`config.mk`:
```
export PLATFORM = sky130hd
export DESIGN_NAME = pct_cycle_timing
export DESIGN_NICKNAME = d
export VERILOG_FILES = /design/src/pct_pkg.sv /design/src/pct_cycle_timing.sv /design/src/pct_sync.sv
export SDC_FILE = /design/constraint.sdc
export NUM_CORES = 1
export LEC_CHECK = 0
export BUFFER_PORTS_ARGS = -buffer_cell sky130_fd_sc_hd__buf_2
export CAP_MARGIN = 25
export CELL_PAD_IN_SITES_DETAIL_PLACEMENT = 1
export CELL_PAD_IN_SITES_GLOBAL_PLACEMENT = 2
export CORE_MARGIN = 5
export CORE_UTILIZATION = 37
export CTS_CLUSTER_DIAMETER = 80
export DETAILED_ROUTE_END_ITERATION = 16
export PLACE_DENSITY = 0.8
export SLEW_MARGIN = 20
export SYNTH_ARGS = -nofsm -noshare
export SYNTH_HDL_FRONTEND = slang
export SYNTH_SLANG_ARGS = --single-unit
```
`constraint.sdc`:
```
create_clock -name clk_sys -period 3.2 [get_ports clk_sys]
set_clock_uncertainty 0.05 [all_clocks]
set_input_delay 0.32 -clock clk_sys [delete_from_list [all_inputs] [get_ports clk_sys]]
set_output_delay 0.32 -clock clk_sys [all_outputs]
set_load 0.02 [all_outputs]
```
`src/pct_pkg.sv`:
```
package pct_pkg;

    // Clock rates; the card timing base is one host bus clock period.
    localparam int CLK_PERIOD_NS = 5;
    localparam int PCLK_PERIOD_NS = 30;
    localparam int PCLK_DIV = (PCLK_PERIOD_NS + CLK_PERIOD_NS - 1) / CLK_PERIOD_NS;

    // Interval counts in host bus clock periods.
    localparam logic [4:0] SETUP_IO = 5'h3;
    localparam logic [4:0] SETUP_MEM_LO = 5'h2;
    localparam logic [4:0] SETUP_MEM_HI = 5'h4;
    localparam logic [4:0] SETUP_EXTRA = 5'h2;
    localparam logic [4:0] HOLD_IO = 5'h2;
    localparam logic [4:0] HOLD_MEM_LO = 5'h2;
    localparam logic [4:0] HOLD_MEM_HI = 5'h3;
    localparam logic [4:0] HOLD_EXTRA = 5'h1;
    localparam logic [4:0] ACT_IO16_NOWAIT = 5'h7;
    localparam logic [4:0] ACT_IO16_WAIT = 5'hB;
    localparam logic [4:0] ACT_MEM16_WS0 = 5'h9;
    localparam logic [4:0] ACT_MEM16_WS1 = 5'hD;
    localparam logic [4:0] ACT_MEM16_WS2 = 5'h11;
    localparam logic [4:0] ACT_MEM16_WS3 = 5'h17;
    localparam logic [4:0] ACT_MEM16_ZWS = 5'h5;
    localparam logic [4:0] ACT_IO8_NOWAIT = 5'h13;
    localparam logic [4:0] ACT_IO8_WAIT = 5'h17;
    localparam logic [4:0] ACT_IO8_ZWS = 5'h7;
    localparam logic [4:0] ACT_MEM8_WS0 = 5'h13;
    localparam logic [4:0] ACT_MEM8_WSN = 5'h17;
    localparam logic [4:0] ACT_MEM8_ZWS = 5'h7;

    // Register byte offsets.
    localparam logic [7:0] REG_CTRL = 8'h00;
    localparam logic [7:0] REG_CMD = 8'h04;
    localparam logic [7:0] REG_DATA = 8'h08;
    localparam logic [7:0] REG_STATUS = 8'h0C;
    localparam logic [7:0] REG_INT_STAT = 8'h10;
    localparam logic [7:0] REG_INT_MASK = 8'h14;

    // Control field positions, writable bits and reset value.
    localparam int CTRL_WS_LSB = 0;
    localparam int CTRL_ZWS_BIT = 2;
    localparam int CTRL_W16_BIT = 3;
    localparam int CTRL_IO_BIT = 4;
    localparam int CTRL_WR_BIT = 5;
    localparam int CTRL_ATTR_BIT = 6;
    localparam int CTRL_IRQSEL_LSB = 8;
    localparam logic [31:0] CTRL_WMASK = 32'h0000_0F7F;
    localparam logic [31:0] CTRL_RESET = 32'h0000_0000;

    // Interrupt status bits and mask reset value.
    localparam int INT_W = 3;
    localparam int INT_DONE = 0;
    localparam int INT_REFUSED = 1;
    localparam int INT_ZWS_NA = 2;
    localparam logic [2:0] INT_MASK_RESET = 3'h0;

    // Bus responses.
    localparam logic [1:0] RESP_OKAY = 2'h0;
    localparam logic [1:0] RESP_SLVERR = 2'h2;

    // Card cycle phases.
    typedef enum logic [1:0] {
        PCT_IDLE = 2'b00,
        PCT_SETUP = 2'b01,
        PCT_ACTIVE = 2'b10,
        PCT_HOLD = 2'b11
    } pct_state_t;

endpackage

```
`src/pct_cycle_timing.sv`:
```
module pct_cycle_timing
    import pct_pkg::*;
#(
    parameter int DIV = PCLK_DIV
) (
    // Clock and reset.
    input wire logic clk_sys,
    input wire logic nrst,
    // AXI4-Lite write channels.
    input wire logic awvalid,
    output logic awready,
    input wire logic [7:0] awaddr,
    input wire logic wvalid,
    output logic wready,
    input wire logic [31:0] wdata,
    input wire logic [3:0] wstrb,
    output logic bvalid,
    input wire logic bready,
    output logic [1:0] bresp,
    // AXI4-Lite read channels.
    input wire logic arvalid,
    output logic arready,
    input wire logic [7:0] araddr,
    output logic rvalid,
    input wire logic rready,
    output logic [31:0] rdata,
    output logic [1:0] rresp,
    // Card socket.
    output logic [25:0] cardAddressBus,
    output logic [15:0] cardDataOut,
    input wire logic [15:0] cardDataIn,
    output logic cardDataOeN,
    output logic cardCeN,
    output logic cardRegN,
    output logic cardOeN,
    output logic cardWeN,
    output logic cardIordN,
    output logic cardIowrN,
    input wire logic cardWaitN,
    input wire logic cardBvd2,
    input wire logic cardIreqN,
    input wire logic cardStschgN,
    // Host side outputs.
    output logic speakerOutput,
    output logic [15:3] hostInterruptLines,
    output logic irq
);

    generate
        if (DIV < 2) begin : g_bad_div
            $error("DIV must be at least 2");
        end
    endgenerate

    // Setup and hold base counts depend on cycle type and the upper wait bit.
    function automatic logic [4:0] setupBase(input logic io, input logic ws1);
        setupBase = io ? SETUP_IO : (ws1 ? SETUP_MEM_HI : SETUP_MEM_LO);
    endfunction

    function automatic logic [4:0] holdBase(input logic io, input logic ws1);
        holdBase = io ? HOLD_IO : (ws1 ? HOLD_MEM_HI : HOLD_MEM_LO);
    endfunction

    // Strobe count; 16-bit I/O ignores zero-wait since that option does not exist there.
    function automatic logic [4:0] activeBase(input logic io, input logic w16, input logic [1:0] ws,
                                              input logic zero_wait_flag);
        logic [4:0] v;
        v = ACT_MEM8_WSN;
        if (io && w16) begin
            v = ws[0] ? ACT_IO16_WAIT : ACT_IO16_NOWAIT;
        end else if (io) begin
            v = ws[0] ? ACT_IO8_WAIT : (zero_wait_flag ? ACT_IO8_ZWS : ACT_IO8_NOWAIT);
        end else if (w16) begin
            case (ws)
                2'h0: v = zero_wait_flag ? ACT_MEM16_ZWS : ACT_MEM16_WS0;
                2'h1: v = ACT_MEM16_WS1;
                2'h2: v = ACT_MEM16_WS2;
                default: v = ACT_MEM16_WS3;
            endcase
        end else begin
            v = (ws != 2'h0) ? ACT_MEM8_WSN : (zero_wait_flag ? ACT_MEM8_ZWS : ACT_MEM8_WS0);
        end
        activeBase = v;
        return v;
    endfunction

    function automatic logic isMapped(input logic [7:0] a);
        isMapped = (a[1:0] == 2'h0) && (a <= REG_INT_MASK);
    endfunction

    function automatic logic [31:0] applyStrb(input logic [31:0] old, input logic [31:0] nw,
                                              input logic [3:0] strb);
        logic [31:0] v;
        v = old;
        for (int i = 0; i < 4; i++) begin
            if (strb[i]) begin
                v[8*i +: 8] = nw[8*i +: 8];
            end
        end
        return v;
    endfunction

    // Card pin synchronisers; active-low pins are inverted first so that the cleared chain reads as idle after reset.
    logic [19:0] pinSync;
    pct_sync #(.WIDTH(20)) u_sync (
        .clk_sys(clk_sys),
        .nrst(nrst),
        .pinIn({cardDataIn, ~cardStschgN, ~cardIreqN, cardBvd2, ~cardWaitN}),
        .syncOut(pinSync)
    );
    logic waitSync;
    logic ireqSync;
    logic stschgSync;
    logic [15:0] dataSync;
    assign waitSync = pinSync[0];
    assign speakerOutput = pinSync[1];
    assign ireqSync = pinSync[2];
    assign stschgSync = pinSync[3];
    assign dataSync = pinSync[19:4];

    // Bus and register state.
    logic awHeld_r, awHeld_nxt, wHeld_r, wHeld_nxt;
    logic [7:0] awAddr_r, awAddr_nxt;
    logic [31:0] wData_r, wData_nxt;
    logic [3:0] wStrb_r, wStrb_nxt;
    logic bvalid_nxt, rvalid_nxt;
    logic [1:0] bresp_nxt, rresp_nxt;
    logic [31:0] rdata_nxt;
    logic [31:0] ctrl_r, ctrl_nxt;
    logic [15:0] wrData_r, wrData_nxt;
    logic [INT_W-1:0] intStat_r, intStat_nxt, intMask_r, intMask_nxt, events;
    logic [15:3] irqLines_nxt;
    logic startReq;
    logic [25:0] startAddr;

    // Card cycle state.
    pct_state_t state_r, state_nxt;
    logic startPend_r, startPend_nxt;
    logic [4:0] phase_r, phase_nxt;
    logic [4:0] setupLen_r, setupLen_nxt, activeLen_r, activeLen_nxt, holdLen_r, holdLen_nxt;
    logic cyIo_r, cyIo_nxt, cyWr_r, cyWr_nxt, cyAttr_r, cyAttr_nxt;
    logic [25:0] addr_nxt;
    logic [15:0] dOut_nxt, rdData_r, rdData_nxt;
    logic [$clog2(DIV)-1:0] div_r, div_nxt;
    logic tick, busy, waitHold;
    logic oeN_nxt, weN_nxt, iordN_nxt, iowrN_nxt, ceN_nxt, regN_nxt, dOeN_nxt;

    assign awready = ~awHeld_r;
    assign wready = ~wHeld_r;
    assign arready = ~rvalid;
    assign busy = startPend_r | (state_r != PCT_IDLE);
    assign irq = |(intStat_r & intMask_r);

    // Bus slave: address and data are held separately and the write lands once both are in.
    always_comb begin
        awHeld_nxt = awHeld_r;
        wHeld_nxt = wHeld_r;
        awAddr_nxt = awAddr_r;
        wData_nxt = wData_r;
        wStrb_nxt = wStrb_r;
        bvalid_nxt = bvalid;
        bresp_nxt = bresp;
        rvalid_nxt = rvalid;
        rresp_nxt = rresp;
        rdata_nxt = rdata;
        ctrl_nxt = ctrl_r;
        wrData_nxt = wrData_r;
        intMask_nxt = intMask_r;
        startReq = 1'b0;
        startAddr = wData_r[25:0];
        intStat_nxt = intStat_r;
        if (awvalid && awready) begin
            awHeld_nxt = 1'b1;
            awAddr_nxt = awaddr;
        end
        if (wvalid && wready) begin
            wHeld_nxt = 1'b1;
            wData_nxt = wdata;
            wStrb_nxt = wstrb;
        end
        if (bvalid && bready) begin
            bvalid_nxt = 1'b0;
        end
        if (awHeld_r && wHeld_r && !bvalid) begin
            awHeld_nxt = 1'b0;
            wHeld_nxt = 1'b0;
            bvalid_nxt = 1'b1;
            bresp_nxt = isMapped(awAddr_r) ? RESP_OKAY : RESP_SLVERR;
            case (awAddr_r)
                REG_CTRL: ctrl_nxt = applyStrb(ctrl_r, wData_r, wStrb_r) & CTRL_WMASK;
                REG_CMD: startReq = 1'b1;
                REG_DATA: wrData_nxt = 16'(applyStrb({16'h0000, wrData_r}, wData_r, wStrb_r));
                REG_INT_MASK: intMask_nxt = wData_r[INT_W-1:0];
                default: ;
            endcase
        end
        if (rvalid && rready) begin
            rvalid_nxt = 1'b0;
        end
        if (arvalid && arready) begin
            rvalid_nxt = 1'b1;
            rresp_nxt = isMapped(araddr) ? RESP_OKAY : RESP_SLVERR;
            case (araddr)
                REG_CTRL: rdata_nxt = ctrl_r;
                REG_CMD: rdata_nxt = {6'h00, cardAddressBus};
                REG_DATA: rdata_nxt = {16'h0000, rdData_r};
                REG_STATUS: rdata_nxt = {27'h0, speakerOutput, waitSync, state_r, busy};
                REG_INT_STAT: rdata_nxt = {{(32-INT_W){1'b0}}, intStat_r};
                REG_INT_MASK: rdata_nxt = {{(32-INT_W){1'b0}}, intMask_r};
                default: rdata_nxt = 32'h0000_0000;
            endcase
            if (araddr == REG_INT_STAT) begin
                intStat_nxt = '0;
            end
        end
        // A fresh event wins over the read that clears the bit.
        intStat_nxt = intStat_nxt | events;
        for (int i = 3; i <= 15; i++) begin
            irqLines_nxt[i] = (ctrl_r[CTRL_IRQSEL_LSB +: 4] == 4'(i)) && (ireqSync || stschgSync);
        end
    end

    always_ff @(posedge clk_sys or negedge nrst) begin
        if (!nrst) begin
            awHeld_r <= 1'b0;
            wHeld_r <= 1'b0;
            awAddr_r <= 8'h00;
            wData_r <= 32'h0000_0000;
            wStrb_r <= 4'h0;
            bvalid <= 1'b0;
            bresp <= RESP_OKAY;
            rvalid <= 1'b0;
            rresp <= RESP_OKAY;
            rdata <= 32'h0000_0000;
            ctrl_r <= CTRL_RESET;
            wrData_r <= 16'h0000;
            intStat_r <= '0;
            intMask_r <= INT_MASK_RESET;
            hostInterruptLines <= '0;
        end else begin
            awHeld_r <= awHeld_nxt;
            wHeld_r <= wHeld_nxt;
            awAddr_r <= awAddr_nxt;
            wData_r <= wData_nxt;
            wStrb_r <= wStrb_nxt;
            bvalid <= bvalid_nxt;
            bresp <= bresp_nxt;
            rvalid <= rvalid_nxt;
            rresp <= rresp_nxt;
            rdata <= rdata_nxt;
            ctrl_r <= ctrl_nxt;
            wrData_r <= wrData_nxt;
            intStat_r <= intStat_nxt;
            intMask_r <= intMask_nxt;
            hostInterruptLines <= irqLines_nxt;
        end
    end

    // Card cycle sequencer; every phase is a whole number of host clock periods.
    assign tick = (div_r == ($clog2(DIV))'(DIV - 1));
    assign waitHold = waitSync && (!cyIo_r || !cyWr_r);
    always_comb begin
        state_nxt = state_r;
        startPend_nxt = startPend_r;
        phase_nxt = phase_r;
        setupLen_nxt = setupLen_r;
        activeLen_nxt = activeLen_r;
        holdLen_nxt = holdLen_r;
        cyIo_nxt = cyIo_r;
        cyWr_nxt = cyWr_r;
        cyAttr_nxt = cyAttr_r;
        addr_nxt = cardAddressBus;
        dOut_nxt = cardDataOut;
        rdData_nxt = rdData_r;
        events = '0;
        div_nxt = tick ? '0 : div_r + 1'b1;
        if (startReq && busy) begin
            events[INT_REFUSED] = 1'b1;
        end else if (startReq) begin
            startPend_nxt = 1'b1;
            addr_nxt = startAddr;
            dOut_nxt = wrData_r;
            cyIo_nxt = ctrl_r[CTRL_IO_BIT];
            cyWr_nxt = ctrl_r[CTRL_WR_BIT];
            cyAttr_nxt = ctrl_r[CTRL_ATTR_BIT];
            setupLen_nxt = setupBase(ctrl_r[CTRL_IO_BIT], ctrl_r[CTRL_WS_LSB+1]) + SETUP_EXTRA;
            holdLen_nxt = holdBase(ctrl_r[CTRL_IO_BIT], ctrl_r[CTRL_WS_LSB+1]) + HOLD_EXTRA;
            activeLen_nxt = activeBase(ctrl_r[CTRL_IO_BIT], ctrl_r[CTRL_W16_BIT],
                                       ctrl_r[CTRL_WS_LSB +: 2], ctrl_r[CTRL_ZWS_BIT]);
            events[INT_ZWS_NA] = ctrl_r[CTRL_IO_BIT] & ctrl_r[CTRL_W16_BIT] & ctrl_r[CTRL_ZWS_BIT];
        end
        if (tick) begin
            case (state_r)
                PCT_IDLE: begin
                    if (startPend_r) begin
                        state_nxt = PCT_SETUP;
                        startPend_nxt = 1'b0;
                        phase_nxt = 5'h0;
                    end
                end
                PCT_SETUP: begin
                    phase_nxt = phase_r + 5'h1;
                    if (phase_r == setupLen_r - 5'h1) begin
                        state_nxt = PCT_ACTIVE;
                        phase_nxt = 5'h0;
                    end
                end
                PCT_ACTIVE: begin
                    if (phase_r < activeLen_r - 5'h1) begin
                        phase_nxt = phase_r + 5'h1;
                    end else if (!waitHold) begin
                        state_nxt = PCT_HOLD;
                        phase_nxt = 5'h0;
                        rdData_nxt = cyWr_r ? rdData_r : dataSync;
                    end
                end
                PCT_HOLD: begin
                    phase_nxt = phase_r + 5'h1;
                    if (phase_r == holdLen_r - 5'h1) begin
                        state_nxt = PCT_IDLE;
                        phase_nxt = 5'h0;
                        events[INT_DONE] = 1'b1;
                    end
                end
                default: state_nxt = PCT_IDLE;
            endcase
        end
        // Strobes and selects follow the next phase so they line up with the registered phase.
        ceN_nxt = (state_nxt == PCT_IDLE);
        regN_nxt = ~(cyAttr_nxt && state_nxt != PCT_IDLE);
        dOeN_nxt = ~(cyWr_nxt && state_nxt != PCT_IDLE);
        oeN_nxt = ~(state_nxt == PCT_ACTIVE && !cyIo_nxt && !cyWr_nxt);
        weN_nxt = ~(state_nxt == PCT_ACTIVE && !cyIo_nxt && cyWr_nxt);
        iordN_nxt = ~(state_nxt == PCT_ACTIVE && cyIo_nxt && !cyWr_nxt);
        iowrN_nxt = ~(state_nxt == PCT_ACTIVE && cyIo_nxt && cyWr_nxt);
    end

    always_ff @(posedge clk_sys or negedge nrst) begin
        if (!nrst) begin
            state_r <= PCT_IDLE;
            startPend_r <= 1'b0;
            phase_r <= 5'h0;
            setupLen_r <= SETUP_MEM_LO;
            activeLen_r <= ACT_MEM16_WS0;
            holdLen_r <= HOLD_MEM_LO;
            cyIo_r <= 1'b0;
            cyWr_r <= 1'b0;
            cyAttr_r <= 1'b0;
            cardAddressBus <= 26'h000_0000;
            cardDataOut <= 16'h0000;
            rdData_r <= 16'h0000;
            div_r <= '0;
            cardCeN <= 1'b1;
            cardRegN <= 1'b1;
            cardDataOeN <= 1'b1;
            cardOeN <= 1'b1;
            cardWeN <= 1'b1;
            cardIordN <= 1'b1;
            cardIowrN <= 1'b1;
        end else begin
            state_r <= state_nxt;
            startPend_r <= startPend_nxt;
            phase_r <= phase_nxt;
            setupLen_r <= setupLen_nxt;
            activeLen_r <= activeLen_nxt;
            holdLen_r <= holdLen_nxt;
            cyIo_r <= cyIo_nxt;
            cyWr_r <= cyWr_nxt;
            cyAttr_r <= cyAttr_nxt;
            cardAddressBus <= addr_nxt;
            cardDataOut <= dOut_nxt;
            rdData_r <= rdData_nxt;
            div_r <= div_nxt;
            cardCeN <= ceN_nxt;
            cardRegN <= regN_nxt;
            cardDataOeN <= dOeN_nxt;
            cardOeN <= oeN_nxt;
            cardWeN <= weN_nxt;
            cardIordN <= iordN_nxt;
            cardIowrN <= iowrN_nxt;
        end
    end

    // Helper clock count per phase, read only by the checks below.
    logic [15:0] stateClk_r;
    always_ff @(posedge clk_sys or negedge nrst) begin
        if (!nrst) begin
            stateClk_r <= 16'h0000;
        end else if (state_nxt != state_r) begin
            stateClk_r <= 16'h0000;
        end else if (stateClk_r != 16'hFFFF) begin
            stateClk_r <= stateClk_r + 16'h0001;
        end
    end
    logic strobeLow;
    assign strobeLow = ~(cardOeN & cardWeN & cardIordN & cardIowrN);
endmodule

```
`src/pct_sync.sv`:
```
module pct_sync
    import pct_pkg::*;
#(
    parameter int WIDTH = 4
) (
    // Clock and reset.
    input wire logic clk_sys,
    input wire logic nrst,
    // Pins and their settled levels.
    input wire logic [WIDTH-1:0] pinIn,
    output logic [WIDTH-1:0] syncOut
);

    logic [WIDTH-1:0] stage1_r;
    logic [WIDTH-1:0] stage2_r;
    logic [WIDTH-1:0] stage3_r;
    logic [WIDTH-1:0] out_nxt;

    // A level is taken only once the second and third stages agree, which filters a late-settling edge.
    genvar gi;
    generate
        for (gi = 0; gi < WIDTH; gi++) begin : g_bit
            always_comb begin
                out_nxt[gi] = (stage2_r[gi] == stage3_r[gi]) ? stage3_r[gi] : syncOut[gi];
            end
        end
    endgenerate

    // Three-stage chain; only the second stage reads the first.
    always_ff @(posedge clk_sys or negedge nrst) begin
        if (!nrst) begin
            stage1_r <= '0;
            stage2_r <= '0;
            stage3_r <= '0;
            syncOut <= '0;
        end else begin
            stage1_r <= pinIn;
            stage2_r <= stage1_r;
            stage3_r <= stage2_r;
            syncOut <= out_nxt;
        end
    end

endmodule

```
## Word-level counts from Yosys, hierarchy flattened

Index checks and enable logic that the tools add are counted.

- Bitwise logic cells: 21
- Mux-type cells: 59
- $lt $le $gt $ge: 3
- Add/subtract/negate cells: 7
- Equality and inequality tests: 52
- Reduce and logical (&&, ||, !) cells: 63

Operators with widths:

| kind | number |
|---|---|
| 26-bit one-hot mux with 6 select lines | 1 |
| 5-bit two-way mux | 11 |
| 1-bit logical AND | 33 |
| 4-bit equality test (second input constant) | 8 |
| 1-bit two-way mux | 29 |
| 8-bit by 4-bit equality test with 1-bit output (second input constant) | 3 |
| 8-bit by 5-bit equality test with 1-bit output (second input constant) | 3 |
| 1-bit equality test | 20 |
| 5-bit one-hot mux with 4 select lines | 1 |
| 4-bit by 3-bit equality test with 1-bit output (second input constant) | 4 |
| 8-bit by 3-bit equality test with 1-bit output (second input constant) | 2 |
| 8-bit by 5-bit <= comparator with 1-bit output (second input constant) | 2 |
| 8-bit zero test | 2 |
| 2-bit two-way mux | 8 |
| 1-bit NOT | 16 |
| 3-bit two-way mux | 5 |
| 5-bit one-hot mux with 3 select lines | 1 |
| 3-bit AND reduction | 5 |
| 5-bit by 1-bit subtractor with 5-bit output (second input constant) | 3 |
| 2-bit nonzero test | 7 |
| 5-bit equality test | 2 |
| 2-bit zero test | 5 |
| 2-bit equality test (second input constant) | 4 |
| 4-bit two-way mux | 2 |
| other kinds (20) | 28 |

- Output and inout port bits: 105
- Flip-flop bits (word level): 296
- Logic and storage cells: 265
- Input bits: 79

## Logic depth before layout (Yosys ltp)

- Word-level depth: 11
- Depth in mapped cells: 9
- Gate-level depth less buffers: 9

## Hierarchy

From an unflattened synthesis, not the netlist that was laid out.

- Cell total of the unflattened synthesis: 870
- Area, all modules: 10781.6 µm²

Modules (own cells, without submodules):

| module | cells each | sequential area each (µm²) | area an instance (µm²) | instances |
|---|---|---|---|---|
| pct_cycle_timing | 770 | 5117.4 | 8554.5 | 1 |
| pct_sync | 100 | 2001.9 | 2227.1 | 1 |

## Least setup slack after synthesis

OpenSTA, ideal clock, no wires.

- Kind: reg2reg
- Start: reg awAddr_r[0]
- End: reg ctrl_r[0]
- Path buffers: 0
- Arrival: 2.299 ns
- Cell stages (with the launch flop): 6
- Setup slack: 0.727 ns
- Required time: 3.025 ns
- Library setup time: 0.125 ns
- Clock period less this slack: 2.473 ns
- Cell sequence: dfrtp_1 > or4_1 > or3_4 > or3_4 > nor3b_4 > mux2_2

- Longest elaborated chain between the ends: 2

RTL lines:

| item | line | source |
|---|---|---|
| start, declared | pct_cycle_timing.sv:123 | `logic [7:0] awAddr_r, awAddr_nxt;` |
| start signal, assigned | pct_cycle_timing.sv:243 | `awAddr_r <= awAddr_nxt;` |
| 8-bit zero test | pct_cycle_timing.sv:189 | `case (awAddr_r)` |
| 3-bit AND reduction (no source line) | - |  |
| end signal, assigned | pct_cycle_timing.sv:251 | `ctrl_r <= ctrl_nxt;` |
| end, declared | pct_cycle_timing.sv:129 | `logic [31:0] ctrl_r, ctrl_nxt;` |

Every way passes these cells.
A chain may end at the register's enable or synchronous reset.

## Worst setup path in the final report

- Start: reg awAddr_r[0]
- End: reg holdLen_r[2]

- Longest elaborated chain between the ends: 6

RTL lines:

| item | line | source |
|---|---|---|
| 8-bit by 3-bit equality test with 1-bit output (*) | pct_cycle_timing.sv:189 |  |
| 1-bit two-way mux (*) | pct_cycle_timing.sv:189 |  |
| 1-bit two-way mux (*) | pct_cycle_timing.sv:184 | `if (awHeld_r && wHeld_r && !bvalid) begin` |
| 1-bit logical AND | pct_cycle_timing.sv:277 | `if (startReq && busy) begin` |
| 1-bit NOT (no source line) | - |  |
| 2-bit AND reduction (no source line) (*) | - |  |
| end signal, assigned | pct_cycle_timing.sv:366 | `holdLen_r <= holdLen_nxt;` |
| end, declared | pct_cycle_timing.sv:140 | `logic [4:0] setupLen_r, setupLen_nxt, activeLen_r, activeLen_nxt, holdLen_r, holdLen_nxt;` |

Every way passes the cells marked *; elsewhere a longest branch is shown, timed or not.

==> metrics.txt <==
Final Util=0.477; post-synth cell types=60; Max-Cap Viols=0; total gr overflow=0; hold endpoint=rdata[1]; initial core utilization=0.375; vias in the first global route=roughly 8300; Yosys top cell area share=0.637; Die Y=about 180 µm; CP endpoint kind=register; start point of the worst hold path=araddr[6]; Post-layout nets=approximately 1200; num rows=62; Via density=just under 5; post_cts resized=0; fin crit share=0.884; ant diodes=0; Core Footprint=~29000 µm²; most frequent cells after synthesis=274 x dfrtp_1, 177 x nand2_1, 79 x mux2_2; clock root buffer master=clkbuf_16; Synth area leaders=dfrtp_1 64%, mux2_2 8.3%, nand2_1 6.2%; number of flops mapped to enable cells by yosys=0; Final Slew Violations=0; crit path kind=register to register; Yosys reg bits=284; RSZ-0062 raised after global routing=false; worst r2r src=awAddr_r[0]; Int Power=about 6.8 mW; TNS Setup=0 ns; slowest CP cell=or4_2; sequential cell area fraction in the yosys report=0.661; CP Launch Type=register; CTS buffer count=31; vias=between 7000 and 8000; CP max stage delay=about 0.65 ns; PwrDens=about 700 nW/µm²; average size of a mapped cell=12.6 µm²; Peak VDD IR=373 µV; Buffers & Inverters on Critical Path=1; WP data required=approximately 3.6 ns; Area Overhead vs Synth=27.0%; synthesized netlist cell count=around 860; first-pass GRT wire length=around 46000 µm; Pwr Total=around 9.5 mW; Synth warnings=0; initial antenna violation count=1; GP Congestion=approximately 0.8; WL per Instance=approximately 19 µm; switching power=2.71 mW; Critical R2R Capture=holdLen_r[2]; number of hold buffers added after CTS=~60; ratio of cells with drive above 1 in the final layout=0.299; TritonCTS clock tree=yes; total wire length=between 20000 and 30000 µm; combinational share of power=0.161; R2R depth=6; hold path cells=4; Net Sw Frac=0.284; Starting DRT DRC Count=~380; router iterations before antenna repair=4; CP arrival=~3.3 ns; largest net degree at the start of global routing=around 90; Clock transition at path regs=around 0.060 ns; Synth Cell Area=about 11000 µm²; max frequency=approximately 0.35 GHz; critical-path cell list=or4_1 -> or3_4 -> or4_2 -> buf_4 -> nor2_1 -> a21o_1; Clock Power Share=0.357; CTS Sinks=about 280; largest delay contributor family on the critical path=simple AND/OR/NAND/NOR gates; Hold Slack=0.124 ns; setup bufs post-CTS=0; Worst-Margin Slew=~0.8 ns; worst hold path type=input port to register; Leak=6.71 nW; Die ar.=about 33000 µm²; worst-skew pair later-pin latency=0.55 ns; H-tree depth=1; ANT nets after route=0; Setup-failing EPs final=0; slew margin rel.=0.479; Max Root-Sink Buffers=3; # port buffers=between 150 and 200; Seq pwr share=0.483; I/O pins=between 150 and 200; worst-path fanout max=44; Synth area leader=dfrtp_1; top-count cell post-synth=dfrtp_1; status=completed; final hold vios=0; reg2reg setup slack=~0.37 ns; Final HPWL DP=19100 µm; ys async rst share=1.00; GRT Overall Usage=0.173; Primary FF master, synth=dfrtp_1; die width=181 µm; fin crit period=approximately 2.8 ns; Residual DRC=0
[power by group through the flow]
stage               clock network [mW]  registers, mW  logic [mW]
floorplan                            0           4.62       0.852
global placement                     0           4.64        1.44
detailed placement                   0           4.67        1.49
CTS                               3.50           4.61        1.56
global route                      3.67           4.69        1.71
finish                            3.40           4.60        1.53
[kinds of logic (layout without fill, tap and decap cells)]
group           count (synthesis)  count (layout)  share of synthesized area
flops                         284             284                      0.661
simple gates                  274             274                      0.113
compound gates                100             100                     0.0602
mux                            94              94                      0.102
buf+inv                        68             329                     0.0279
fa+ha+maj                      27              27                     0.0267
xor+xnor                       10              10                    0.00813
other cells                     1               8                   0.000348
[placed cells by master, fill, tap and decap left out, types with 3 or more instances in the layout]
cell,synthesis,final
dfrtp_1,274,274
nand2_1,177,177
buf_2,12,166
mux2_2,79,79
dlygate4sd3_1,0,61
o21ai_0,35,35
clkbuf_16,0,31
nor2_1,30,28
inv_1,28,28
maj3_1,20,20
nor3_1,17,17
a21oi_1,16,16
buf_4,8,14
a22o_1,12,12
nand2b_1,10,10
dfstp_2,10,10
clkbuf_1,17,10
mux2i_1,9,9
conb_1,1,8
nand3_1,7,7
ha_1,7,7
clkinv_2,0,7
mux4_2,5,5
a21o_1,5,5
xor2_1,5,5
xnor2_1,5,5
nor3b_1,5,5
a22oi_1,5,5
clkbuf_8,0,5
and2_1,3,3
o21ai_1,3,3
o22ai_1,3,3
nand3b_1,3,3
nor4_1,3,3
[layer usage]
metal	global-route usage	wire length [µm]	share of wire
met3	0.0388	1430	0.051
met1	0.236	12600	0.45
met4	0.0357	579	0.021
met5	0	0	0
met2	0.288	13600	0.48
[area by class of cell]
class                   count  area [µm²]
multi-input cells         513        3400
well taps                 384         480
flip-flops and latches    284        7120
clock inverters            11        92.6
fillers                  3075       15000
repair buffers            244        1600
inverters                  28         105
clock buffers              46         882
[how the worst max path moves through the flow]
stage | from | endpoint | slack [ns] | cells past startpoint
2_1_floorplan | awAddr_r[0] | ctrl_r[0] | 0.73 | 5
3_3_place_gp | awAddr_r[0] | holdLen_r[0] | 0.38 | 6
3_5_place_dp | awAddr_r[0] | holdLen_r[0] | 0.34 | 6
4_1_cts | awAddr_r[0] | holdLen_r[2] | 0.32 | 6
5_1_grt | awAddr_r[0] | holdLen_r[0] | 0.19 | 6
6_report | awAddr_r[0] | holdLen_r[2] | 0.37 | 6
[through the flow]
step | area (µm²) | worst slack (ns) | std cells
2_1_floorplan | 10800 | 0.727 | 865
3_3_place_gp | 12100 | 0.380 | 1392
3_5_place_dp | 12100 | 0.341 | 1392
4_1_cts | 13700 | 0.317 | 1510
5_1_grt | 13700 | 0.188 | 1510
6_report | 13700 | 0.372 | 1510
[worst reg2reg max path, stage by stage (launching register included)]
cell and delay (ns):
dfrtp_1 0.37, or4_1 0.57, or3_4 0.37, or4_2 0.65
buf_4 0.32, nor2_1 0.31, a21o_1 0.12
[registers in the layout, indices dropped and copies added (netlist names), 11 cells and up]
register and count:
cardAddressBus 26, rdata 26, wData_r 26, u_sync.stage1_r 20, u_sync.stage2_r 20, u_sync.stage3_r 20
u_sync.syncOut 20, cardDataOut 16, rdData_r 16, wrData_r 16, hostInterruptLines 13, ctrl_r 11
Note: power is estimated with default switching activity, not from simulation.
